$ cat src/rtl/timebase_pkg.sv
package timebase_pkg;

  // register map, byte addresses on the serial register port
  localparam logic [7:0] PRESCALER_ADDR  = 8'h43;
  localparam logic [7:0] PRESCALER_RESET = 8'h04;
  localparam int         PRESCALER_W     = 5;

  // internal oscillator time base per system tick, in ns
  localparam int INT_TICK_NS = 4000;
  localparam int CLK_NS      = 50;
  // core clocks per internal 4 us tick, rounded down
  localparam int INT_TICK_CYC = INT_TICK_NS / CLK_NS;
  // external input divided by four times the divider integer
  localparam int EXT_DIV_MUL = 4;

  // timer weight N, in units of 1/10000
  localparam logic [31:0] N_FIXED = 32'h0271_61A8;  // 4098.5, the weight for channel code 110
  // channel code whose weight ignores the rate select
  localparam logic [2:0]  CHAN_FIXED_N = 3'h6;
  // fewest external edges per tick, used when the divider field is zero
  localparam logic [6:0]  EXT_MIN_EDGES = 7'h04;

  typedef struct packed {
    logic       valid;
    logic [7:0] addr;
    logic [7:0] data;
  } reg_wr_s;

  typedef struct packed {
    logic [1:0] rate;
    logic [2:0] chan;
  } conv_mode_s;

endpackage : timebase_pkg

$ cat src/rtl/timebase_divider_and_data_format.sv
`timescale 1ns/100ps
`default_nettype none
module timebase_divider_and_data_format (
  input  wire logic                     core_clk,
  input  wire logic                     rst,
  input  wire timebase_pkg::reg_wr_s    reg_wr,
  input  wire logic [7:0]               rd_addr,
  input  wire logic [7:0]               rd_base_adc,
  input  wire logic [7:0]               rd_base_pwr,
  input  wire logic [7:0]               rd_base_acc,
  input  wire logic [11:0]              adc_value,
  input  wire logic [23:0]              power_value,
  input  wire logic [31:0]              acc_value,
  input  wire logic                     external_timebase_input,
  input  wire logic                     use_internal_osc,
  input  wire timebase_pkg::conv_mode_s conv_mode,
  output logic [7:0]                    rd_data,
  output logic                          sys_tick,
  output logic [31:0]                   tick_weight_n
);

  logic [4:0]  prescaler_integer_field_q;
  logic [2:0]  ext_sync_q;
  logic [6:0]  edge_cnt_q;
  logic [7:0]  osc_cnt_q;
  logic        sys_tick_q;
  logic [7:0]  rd_data_q;
  logic [31:0] weight_q;
  logic        ext_rise;
  logic        ext_level_q;
  logic [6:0]  ext_limit;

  // prescaler register; upper bits never stored
  always_ff @(posedge core_clk) begin
    if (rst) begin
      prescaler_integer_field_q <= timebase_pkg::PRESCALER_RESET[4:0];
    end else if (reg_wr.valid && reg_wr.addr == timebase_pkg::PRESCALER_ADDR) begin
      prescaler_integer_field_q <= reg_wr.data[4:0];
    end
  end

  // three-stage sync on the async timebase pin; only the second flop reads the first
  always_ff @(posedge core_clk) begin
    if (rst) begin
      ext_sync_q <= 3'h0;
    end else begin
      ext_sync_q <= {ext_sync_q[1:0], external_timebase_input};
    end
  end

  // settled level moves only once stages two and three agree, so a runt pulse counts once at most
  always_ff @(posedge core_clk) begin
    if (rst) begin
      ext_level_q <= 1'b0;
    end else if (ext_sync_q[1] == ext_sync_q[2]) begin
      ext_level_q <= ext_sync_q[2];
    end
  end
  assign ext_rise  = ext_sync_q[1] & ext_sync_q[2] & ~ext_level_q;
  // divider of zero treated as one to avoid a stuck tick
  assign ext_limit = (prescaler_integer_field_q == '0) ? timebase_pkg::EXT_MIN_EDGES
                   : {prescaler_integer_field_q, 2'h0};

  // tick generation from external edges or the internal 4 us base
  always_ff @(posedge core_clk) begin
    if (rst) begin
      edge_cnt_q <= 7'h00;
      osc_cnt_q  <= 8'h00;
      sys_tick_q <= 1'b0;
    end else if (use_internal_osc) begin
      edge_cnt_q <= 7'h00;
      sys_tick_q <= (osc_cnt_q == 8'(timebase_pkg::INT_TICK_CYC - 1));
      osc_cnt_q  <= (osc_cnt_q == 8'(timebase_pkg::INT_TICK_CYC - 1)) ? 8'h00 : osc_cnt_q + 8'h01;
    end else begin
      osc_cnt_q  <= 8'h00;
      sys_tick_q <= 1'b0;
      if (ext_rise) begin
        if (edge_cnt_q + 7'h01 >= ext_limit) begin
          edge_cnt_q <= 7'h00;
          sys_tick_q <= 1'b1;
        end else begin
          edge_cnt_q <= edge_cnt_q + 7'h01;
        end
      end
    end
  end
  assign sys_tick = sys_tick_q;

  // timer weight N in 1/10000 units, rounded; channel code 110 overrides the rate
  always_ff @(posedge core_clk) begin
    if (rst) begin
      weight_q <= timebase_pkg::N_FIXED;
    end else if (conv_mode.chan == timebase_pkg::CHAN_FIXED_N) begin
      weight_q <= timebase_pkg::N_FIXED;
    end else begin
      unique case ({conv_mode.rate, conv_mode.chan})
        // rate 11
        5'h1B:        weight_q <= 32'h0271_927C;
        5'h1A, 5'h1D: weight_q <= 32'h0271_620A;
        5'h19, 5'h1C: weight_q <= 32'h0271_64CE;
        5'h18:        weight_q <= 32'h0271_8235;
        // rate 10
        5'h13:        weight_q <= 32'h0271_91EB;
        5'h12, 5'h15: weight_q <= 32'h0271_6209;
        5'h11, 5'h14: weight_q <= 32'h0271_64C8;
        5'h10:        weight_q <= 32'h0271_830D;
        // rate 01
        5'h0B:        weight_q <= 32'h0271_8E4D;
        5'h0A, 5'h0D: weight_q <= 32'h0271_6204;
        5'h09, 5'h0C: weight_q <= 32'h0271_649E;
        5'h08:        weight_q <= 32'h0271_7FB4;
        // rate 00
        5'h03:        weight_q <= 32'h0271_7530;
        5'h02, 5'h05: weight_q <= 32'h0271_61D9;
        5'h01, 5'h04: weight_q <= 32'h0271_6335;
        5'h00:        weight_q <= 32'h0271_6F9B;
        // channel 111 has no listed weight; fall back to the fixed one
        default:      weight_q <= timebase_pkg::N_FIXED;
      endcase
    end
  end
  assign tick_weight_n = weight_q;

  // byte read mux: consecutive addresses, most significant first
  always_ff @(posedge core_clk) begin
    if (rst) begin
      rd_data_q <= 8'h00;
    end else if (rd_addr == timebase_pkg::PRESCALER_ADDR) begin
      rd_data_q <= {3'h0, prescaler_integer_field_q};
    end else if (rd_addr == rd_base_adc) begin
      rd_data_q <= adc_value[11:4];
    end else if (rd_addr == rd_base_adc + 8'h01) begin
      rd_data_q <= {adc_value[3:0], 4'h0};
    end else if (rd_addr == rd_base_pwr) begin
      rd_data_q <= power_value[23:16];
    end else if (rd_addr == rd_base_pwr + 8'h01) begin
      rd_data_q <= power_value[15:8];
    end else if (rd_addr == rd_base_pwr + 8'h02) begin
      rd_data_q <= power_value[7:0];
    end else if (rd_addr == rd_base_acc) begin
      rd_data_q <= acc_value[31:24];
    end else if (rd_addr == rd_base_acc + 8'h01) begin
      rd_data_q <= acc_value[23:16];
    end else if (rd_addr == rd_base_acc + 8'h02) begin
      rd_data_q <= acc_value[15:8];
    end else if (rd_addr == rd_base_acc + 8'h03) begin
      rd_data_q <= acc_value[7:0];
    end else begin
      rd_data_q <= 8'h00;
    end
  end
  assign rd_data = rd_data_q;
endmodule : timebase_divider_and_data_format
`default_nettype wire

$ cat config.mk
export PLATFORM = sky130hd
export DESIGN_NAME = timebase_divider_and_data_format
export DESIGN_NICKNAME = d
export VERILOG_FILES = /design/src/rtl/timebase_pkg.sv /design/src/rtl/timebase_divider_and_data_format.sv
export SDC_FILE = /design/constraint.sdc
export NUM_CORES = 1
export LEC_CHECK = 0
export BUFFER_PORTS_ARGS = -buffer_cell sky130_fd_sc_hd__buf_2
export CAP_MARGIN = 20
export CORE_MARGIN = 3
export CORE_UTILIZATION = 46
export DETAILED_ROUTE_END_ITERATION = 10
export PLACE_DENSITY = 0.76
export SETUP_SLACK_MARGIN = 0.15
export SLEW_MARGIN = 20
export SYNTH_ARGS = -nofsm -noshare
export SYNTH_HDL_FRONTEND = slang
export SYNTH_SLANG_ARGS = --single-unit
$ cat constraint.sdc
create_clock -name core_clk -period 2.4 [get_ports core_clk]
set_input_delay 0.24 -clock core_clk [delete_from_list [all_inputs] [get_ports core_clk]]
set_output_delay 0.24 -clock core_clk [all_outputs]
set_load 0.03 [all_outputs]
== Word level (Yosys, flattened, before mapping) ==
Memory sizes are Yosys's and may differ from the RTL's. A register that Yosys moved wholly into a read port is not among the register bits.
Index checks and enable logic that the tools add are counted.

* $add $sub $neg: 8
* Order comparisons: 1
* Equality and inequality tests: 14
* Mux-type cells: 15
* Bitwise gates (word level): 4
* Reductions and logical operators: 6

{| class="wikitable"
|+ Operators by type and width
! kind !! count
|-
| 8-bit == test || 9
|-
| 8-bit 2-to-1 mux || 9
|-
| 8-bit by 1-bit adder with 8-bit output (second input constant) || 4
|-
| 8-bit by 2-bit adder with 8-bit output (second input constant) || 3
|-
| 8-bit by 7-bit == test with 1-bit output (second input constant) || 3
|-
| 7-bit 2-to-1 mux || 2
|-
| 7-bit by 1-bit adder with 7-bit output (second input constant) || 1
|-
| 7-bit >= comparator || 1
|-
| 2-bit OR reduction || 3
|-
| 5-bit zero test || 1
|-
| 5-bit 2-to-1 mux || 1
|-
| 3-bit == test (second input constant) || 1
|-
| 1-bit 2-to-1 mux || 3
|-
| 3-bit OR reduction || 1
|-
| 1-bit AND || 2
|-
| 1-bit NOT || 2
|-
| 1-bit == test || 1
|-
| 1-bit logical AND || 1
|}

* Flip-flop bits (word level): 65
* Memory bits (read-only): 512
* Input bits: 126
* Output and inout port bits: 41
* Memories kept: 1

{| class="wikitable"
|+ Memory list
! memory !! words !! width !! read ports !! clocked after memory_dff !! write ports !! RTL line !! text
|-
| (name not given) || 32 || 16 || 1 || 1 || 0 || timebase_divider_and_data_format.sv:96 || <nowiki>unique case ({conv_mode.rate, conv_mode.chan})</nowiki>
|}

== Logic depth before layout (Yosys ltp) ==
Gate-level depths: netlist of the first run.

* Depth after elaboration: 12
* Depth in mapped cells: 12

== Worst setup path before layout of the first run ==
Ideal clock, no wire load.

* Path type: input -> register
* Start point: input port rd_base_pwr[1]
* End point: register rd_data_q[3], in the netlist rd_data[3]
* Data arrival time: 2.317 ns
* Data required time: 2.284 ns
* Path slack: -0.033 ns
* Stages on the path: 9
* Cells stage by stage: ha_1 nand3_2 or4b_4 o2bb2a_4 a2111oi_4 buf_6 mux2i_1 a21oi_1 a31o_2

* Cells in the longest elaborated chain, start to end: 8
* Elaborated cells between the ends (all ways): 11
* Classes of those cells: 2 x add/sub; 3 x eq/ne; 6 x mux

{| class="wikitable"
|+ RTL lines
! item !! RTL line !! text
|-
| from (decl) || timebase_divider_and_data_format.sv:9 || <nowiki>input wire logic [7:0] rd_base_pwr,</nowiki>
|-
| 8-bit by 2-bit adder with 8-bit output || timebase_divider_and_data_format.sv:138 || <nowiki>end else if (rd_addr == rd_base_pwr + 8'h02) begin</nowiki>
|-
| 8-bit == test || timebase_divider_and_data_format.sv:138 ||
|-
| 8-bit 2-to-1 mux || timebase_divider_and_data_format.sv:138 ||
|-
| 8-bit 2-to-1 mux || timebase_divider_and_data_format.sv:136 || <nowiki>end else if (rd_addr == rd_base_pwr + 8'h01) begin</nowiki>
|-
| 8-bit 2-to-1 mux * || timebase_divider_and_data_format.sv:134 || <nowiki>end else if (rd_addr == rd_base_pwr) begin</nowiki>
|-
| 8-bit 2-to-1 mux * || timebase_divider_and_data_format.sv:132 || <nowiki>end else if (rd_addr == rd_base_adc + 8'h01) begin</nowiki>
|-
| 8-bit 2-to-1 mux * || timebase_divider_and_data_format.sv:130 || <nowiki>end else if (rd_addr == rd_base_adc) begin</nowiki>
|-
| 5-bit 2-to-1 mux * || timebase_divider_and_data_format.sv:128 || <nowiki>end else if (rd_addr == timebase_pkg::PRESCALER_ADDR) begin</nowiki>
|-
| to (signal assigned) || timebase_divider_and_data_format.sv:129 || <nowiki>rd_data_q <= {3'h0, prescaler_integer_field_q};</nowiki>
|-
| to (signal assigned) || timebase_divider_and_data_format.sv:131 || <nowiki>rd_data_q <= adc_value[11:4];</nowiki>
|-
| to (signal assigned) || timebase_divider_and_data_format.sv:133 || <nowiki>rd_data_q <= {adc_value[3:0], 4'h0};</nowiki>
|-
| to (decl) || timebase_divider_and_data_format.sv:27 || <nowiki>logic [7:0] rd_data_q;</nowiki>
|}

Every way passes the cells marked *; elsewhere a longest branch is shown, timed or not.
A chain may end at the register's enable or synchronous reset.

== Worst setup path in the final report of the first run ==
* Start point: register edge_cnt_q[0]
* End point: register edge_cnt_q[3]

* Cells in the longest elaborated chain, start to end: 3

{| class="wikitable"
|+ RTL lines
! item !! RTL line !! text
|-
| from (decl) || timebase_divider_and_data_format.sv:24 || <nowiki>logic [6:0] edge_cnt_q;</nowiki>
|-
| from (signal assigned) || timebase_divider_and_data_format.sv:82 || <nowiki>edge_cnt_q <= edge_cnt_q + 7'h01;</nowiki>
|-
| 7-bit by 1-bit adder with 7-bit output * || timebase_divider_and_data_format.sv:78, timebase_divider_and_data_format.sv:82 ||
|-
| 7-bit >= comparator || timebase_divider_and_data_format.sv:78 || <nowiki>if (edge_cnt_q + 7'h01 >= ext_limit) begin</nowiki>
|-
| 7-bit 2-to-1 mux * || timebase_divider_and_data_format.sv:78 ||
|}

Marked as above.

==> results of run 1 <==
[through the flow]
stage	hold slack [ns]	TNS (ns)	setup slack (ns)	instances
after global placement	0.422	-1.16	-0.184	893
after CTS	0.140	0	0.112	904
final	0.140	0	0.115	908
after detailed placement	0.434	-1.74	-0.265	893
after floorplan	0.364	0	0.0925	586
after global routing	0.141	-0.00235	-0.00235	908
[state kept, by name (all words and copies together) (netlist names)]
name and count:
prescaler_integer_field_q 5, osc_cnt_q 8, tick_weight_n 15, rd_data 8, ext_level_q 1, edge_cnt_q 7
ext_sync_q 3, sys_tick 1
[logic make-up after synthesis]
kind of cell	Yosys count
DFF	48
xor gates and xnor gates	55
other	2
and+or+nand+nor	215
adders and majority gates	22
muxes	18
AOI/OAI and AO/OA	139
buffers and inverters	73
[layout make-up]
| class | instances | area (sq um) |
|---|---|---|
| Tap cell | 129 | 161 |
| Inverter | 25 | 93.8 |
| Fill cell | 792 | 3220 |
| Clock buffer | 5 | 68.8 |
| Timing Repair Buffer | 232 | 1410 |
| Multi-Input combinational cell | 466 | 3350 |
| Sequential cell | 48 | 972 |
| Clock inverter | 3 | 46.3 |
[routing by layer]
| layer | vias to the layer above | routed length, um |
|---|---|---|
| li1 | 2448 | - |
| met1 | 2318 | 5780 |
| met2 | 216 | 7110 |
| met3 | 29 | 988 |
| met4 | 0 | 283 |
| met5 | - | 0 |
[cell usage in the layout (no fill, tap or decap), drive strengths merged, types with 16 or more instances in the layout]
| master | n |
|---|---|
| buf | 232 |
| nor2 | 54 |
| nand2 | 49 |
| dfxtp | 48 |
| xnor2 | 34 |
| a21oi | 32 |
| inv | 25 |
| o21ai | 23 |
| ha | 22 |
| xor2 | 21 |
| nand3 | 17 |
| conb | 16 |
[path summary, 6_finish.rpt]
kind,start,to,slack [ns],cells after the start
max reg2reg,edge_cnt_q[0],edge_cnt_q[3],0.11,11
max,edge_cnt_q[0],edge_cnt_q[3],0.11,11
min,external_timebase_input,ext_sync_q[0],0.14,2
min reg2reg,osc_cnt_q[0],osc_cnt_q[0],0.45,1
[power by group through the flow]
stage	logic [uW]	clock network [uW]	registers (uW)
6_report	725	610	822
5_1_grt	784	648	825
4_1_cts	706	615	822
3_5_place_dp	700	0	843
3_3_place_gp	685	0	843
2_1_floorplan	389	0	881
[repair_timing]
item	in CTS	in global routing
gates resized for setup	14	24
gates cloned	1	0
setup endpoints to repair	15	16
pin swaps	6	25
setup buffers	2	4
==> impl_results.md, run 1 <==
- # rows: 35
- Adder-cell share of the synthesized area: 6.15%
- Measured slew at the worst slew-check pin: 0.623 ns
- GRT Overall Usage: about a quarter
- Antenna viol nets, final: 0
- Post-synth ARST share: 0%
- Root Driver: clkbuf_8
- Post-Synthesis Cell Area: ~4500 sq um
- Vias per cell: 5.52
- Synth top area share: 21.5%
- Period Utilization, post-route: 95.2%
- P per Cell Area: around 350 nW/um^2
- Top delay family on crit path: compound AO/OA/AOI/OAI gates
- Sequential group share of total power: 38.1%
- Distinct cells, synth: between 80 and 90
- Sequential area share after synthesis: 21.5%
- Final hold vios: 0
- CP max stage cell: dfxtp_4
- Die Y-Extent: between 100 and 150 um
- Mux share of post-synthesis cell area: 4.42%
- GRT overflow: 0
- Total Wirelength: 14200 um
- DRC errors left: 0
- Routed vias: around 5000
- Max stage delay on crit path: ~0.36 ns
- H-tree Lvls: 2
- Clock share of power: 28.3%
- Antenna violations before repair: 0
- # hold bufs at CTS: 0
- Total I/O pin count: 167
- Layout cells sized above 1: about two fifths
- Mean Syn Cell Area: 7.82 sq um
- Deepest clock path buffer count: 2
- Initial Utilization: a little under half
- HPWL Detailed: ~11000 um
- Worst hold path class: input pin to register
- Gate power share: 33.6%
- Power consumption: 2160 uW
- Vias in the first global route: about 4700
- Critical-path cell list: ha_4, xnor2_2, ha_1, a21bo_2, a21o_1, a21o_1, a21o_1, a21o_4, nor4_4, a21oi_2, nor2_1
- Synth Area in XOR/XNOR: 11.4%
- Worst Skew: about 0.005 ns
- M1 GR Usage: 29.8%
- Fmax: 438 MHz
- Final setup vio count: 0
- Compound-Gate Fraction of Synth Area: 22.7%
- Routed len/inst: ~16 um
- Routing usage on met2: 43.5%
- Worst VDD drop: ~0.00025 V
- Gpl congestion: 0.934
- Largest family of logic cells by synthesized area: simple AND/OR/NAND/NOR gates
- Cts bufs inserted: 5
- Crit path capture type: register
- Largest net degree at the start of global routing: 24
- Die X: 105 um
- 1st-iter DRT viols: 223
- Yosys reg bits: 48
- Placed cell area: roughly 5800 sq um
- Busiest grt layer: met2
- Die area: 10900 sq um
- Area Overhead vs Synth: 36.5%
- Unrepaired setup endpoints after global routing: true
- Final net count: between 900 and 1000
- Sw Share: about a third
- Most used cell, CP: a21o_1
- Post-synth EDFFs: 0
- Worst Path Arrival: roughly 2.5 ns
- Fin util: 65.5%
- Sw Pwr: between 700 and 800 uW
- Slew Viols, Final: 0
- Biggest area consumer among synthesized cells: dfxtp_1
- Synth Warn #: 0
- Worst-path clk slew: 0.10 ns
- Pleak: 0.00269 uW
- Top cells by area, synth: dfxtp_1 (21%), xnor2_1 (6.5%), ha_1 (6.2%)
- Rel. slew slack: 58.0%
- Top cells by count, synth: nor2_1 (54), nand2_1 (49), dfxtp_1 (48), xnor2_1 (33), a21oi_1 (32)
- Final instance area: 6110 sq um
- Worst-path fanout max: 6
- CP startpoint kind: register
- Drt pass-1 iters: 5
- Tmin final: 2.29 ns
- PortBufs: 147
- # clock sinks: 48
- CTS tree: done
- Top FF cell, synth: dfxtp_1
- First-pass GRT wire length: 22000 um
- GR Util met3: 3.52%
- Most frequent cell after synthesis: nor2_1
- Total of max-cap violations: 0
- Core footprint: 9330 sq um
- Worst skew pair latency: 0.31 ns
- P_int: 1450 uW
- Status: completed
- WS Path Type: register to register
- WP buf/inv: 0
- Gate Count Post-Synth: around 570
- Inserted Diodes: 0
- Post-Synth Simple-Gate Area: 25.3%
- WP data required: approximately 2.7 ns
Power figures use the tool's default switching activity.
==> inputs of run 2 (changes only) <==
- ABC_AREA: not set -> 1
- CORE_ASPECT_RATIO: not set -> 0.5
==> impl_results.md, run 2 <==
- Post-Synthesis Cell Area: 4510 sq um (+0.90%)
- CP startpoint kind: register
- Worst Skew: 0.00793 ns (+0.00304 ns)
- Fmax: 444 MHz (+1.5%)
- First-pass GRT wire length: 20500 um (-6.5%)
- PortBufs: 147 (unchanged)
- Worst-path fanout max: 4 (-2)
- Root Driver: clkbuf_16
- Vias per cell: 4.97 (-10%)
- # hold bufs at CTS: 0 (unchanged)
- Compound-Gate Fraction of Synth Area: 12.1% (-11 points)
- Period Utilization, post-route: 93.8% (-1.4 points)
- Total of max-cap violations: 0 (unchanged)
- Mux share of post-synthesis cell area: 0% (-4.4 points)
- Measured slew at the worst slew-check pin: 0.495 ns (-0.128 ns)
- CP max stage cell: dfxtp_4
- Multi-input gate area: 3090 sq um (-8.0%)
- Reg2Reg Setup Slack: 0.15 ns (+0.03 ns)
- Sequential area share after synthesis: 21.3% (-0.19 points)
- WP data required: 2.62 ns (-0.04 ns)
- Worst hold path class: input pin to register
- Gpl congestion: 0.934 (about the same)
- Post-synth EDFFs: 0 (unchanged)
- Die area: 11100 sq um (+1.5%)
- Final hold vios: 0 (unchanged)
- 1st-iter DRT viols: 285 (+28%)
- Vias in the first global route: 4647 (-1.4%)
- Most frequent cell after synthesis: nand2_1
- Post-synth ARST share: 0% (unchanged)
- Largest register FFs: 15 (unchanged)
- Final setup vio count: 0 (unchanged)
- Largest net degree at the start of global routing: 17 (-29%)
- Routed len/inst: 12.3 um (-21%)
- Routed vias: 5105 (+1.9%)
- Biggest area consumer among synthesized cells: dfxtp_1
- Core footprint: 9130 sq um (-2.1%)
- Layout Cells excl Fill: 1028 (+13%)
- Layout cells sized above 1: 22.6% (-16 points)
- Adder-cell share of the synthesized area: 6.10% (-0.055 points)
- Synth Warn #: 0 (unchanged)
- Mean Syn Cell Area: 5.99 sq um (-23%)
- Distinct cells, synth: 43 (-49%)
- Tmin final: 2.25 ns (-0.0340 ns)
- Gate Count Post-Synth: 754 (+32%)
- Antenna viol nets, final: 0 (unchanged)
- Power consumption: 2160 uW (about the same)
- Post-Synth Simple-Gate Area: 39.8% (+14 points)
- Yosys reg bits: 48 (unchanged)
- Pleak: 0.00287 uW (+6.7%)
- Worst-path clk slew: 0.06 ns (-0.04 ns)
- P per Cell Area: 391 nW/um^2 (+11%)
- Worst VDD drop: 0.000333 V (+34%)
- Worst skew pair latency: 0.29 ns (-0.02 ns)
- # rows: 24 (-31%)
- Filler cell count: 951 (+20%)
- Reg area: 968 sq um (-0.39%)
- GRT Overall Usage: 21.5% (-2.6 points)
- Rel. slew slack: 66.8% (+8.8 points)
- Synth Area in XOR/XNOR: 8.07% (-3.3 points)
- Top cells by count, synth: nand2_1 (226), nor2_1 (97), inv_1 (83), dfxtp_1 (48), nand3_1 (46)
- Most frequent cells in the layout: nand2_1 (225), buf_2 (147), nor2_1 (96), inv_1 (83)
- Inserted Diodes: 0 (unchanged)
- Cts bufs inserted: 5 (unchanged)
- Final net count: 1045 (+13%)
- H-tree Lvls: 2 (unchanged)
- DRC errors left: 0 (unchanged)
- Total I/O pin count: 167 (unchanged)
- GRT overflow: 0 (unchanged)
- Total Wirelength: 12700 um (-11%)
- Drt pass-1 iters: 5 (unchanged)
- Crit path capture type: register
- # clock sinks: 48 (unchanged)
- Synth top area share: 21.3% (-0.19 points)
- Top cells by area, synth: dfxtp_1 (21%), nand2_1 (19%), nor2_1 (8.1%)
- Sum Neg Setup Slack: 0 ns (unchanged)
- Worst Path Arrival: 2.47 ns (-0.07 ns)
- Critical-path cell list: ha_4, xor2_2, inv_1, ha_1, nand2_1, nand2_1, a21oi_1, nor2_1, o21a_1, o21ai_2, nand2_2, or3_4, a21oi_2
- Area Overhead vs Synth: 22.1%
- Die X: 146 um (+40%)
- Die Y-Extent: 76.0 um (-27%)
- Antenna violations before repair: 1 (+1)
- Deepest clock path buffer count: 2 (unchanged)
- Most used cell, CP: nand2_1
- Top FF cell, synth: dfxtp_1
- Max stage delay on crit path: 0.37 ns (about the same)
- Commonest non-fill, non-tap cell in the layout: nand2_1
- Dpl cells: 1018 (+14%)
- Largest family of logic cells by synthesized area: simple AND/OR/NAND/NOR gates
- WS Path Type: register to register
- Slew Viols, Final: 0 (unchanged)
- Hold slack final: 0.153 ns (+0.0139 ns)
- CTS tree: done
- Status: completed
- Initial Utilization: 49.4% (+1.5 points)
- Unrepaired setup endpoints after global routing: true
- HPWL Detailed: 10400 um (-7.6%)
run 2: cell count changes after synthesis, sizes merged, moves of 8 or more:
cell and change:
a211o -9, a21oi +17, clkbuf -15, inv +69
mux2i -13, nand2 +183, nand3 +30, nor2 +47
nor2b -10, o21ai +8, xnor2 -13
run 2: report_power, final:
part	switching (uW)	internal, uW
combinational	402	226
clock	288	416
sequential	6.25	817
total	697	1460
run 2: through the flow:
stage | worst slack [ns] | util, % | instance area (sq um)
after floorplan | 0.265 | - | 4570
after global placement | 0.137 | 57.9 | 5280
after detailed placement | 0.0602 | 57.9 | 5280
after CTS | 0.172 | 59.9 | 5470
after global routing | -0.0161 | 60.3 | 5510
final | 0.149 | 60.3 | 5510
run 2: timing repair:
item,in CTS,in global routing
endpoints found under the setup margin,6,7
pin swaps,3,2
setup buffers,1,1
gates resized for setup,6,10
run 2: cell families after synthesis:
logic type | Yosys count
xor gates and xnor gates | 39
DFF | 48
AOI/OAI and AO/OA | 98
other | 2
buffers and inverters | 125
adders and majority gates | 22
and+or+nand+nor | 420
run 2: final timing paths:
check | start | end | depth (start not counted)
worst min-delay path | external_timebase_input | ext_sync_q[0] | 3
worst max-delay path | edge_cnt_q[0] | edge_cnt_q[0] | 13
worst min register to register | ext_sync_q[1] | ext_sync_q[2] | 2
worst max register to register | edge_cnt_q[0] | edge_cnt_q[0] | 13
run 2: layout make-up:
type,instances,area share (%)
Multi-Input combinational cell,595,56.0
Clock inverter,2,0.250
Inverter,94,6.45
Timing Repair Buffer,153,14.2
Clock buffer,6,2.52
Sequential cell,48,17.6
Tap cell,130,2.95
run 2: routing by layer:
layer | up-vias | share of wire [%] | track usage [%]
met2 | 172 | 48 | 37.7
met4 | 2 | 1.1 | 4.69
met1 | 2250 | 44 | 28.2
li1 | 2664 | - | -
met5 | - | 0.10 | 0
met3 | 17 | 6.7 | 3.45
run 2: worst max-delay path, delay by kind of cell (launching register included):
family	cells	cell delay [ns]
flip-flops	1	0.37
AND/OR/NAND/NOR	5	0.61
AO/OA/AOI/OAI	4	0.53
adder cells (fa/ha/maj)	2	0.44
buffers and inverters	1	0.07
XOR/XNOR	1	0.15
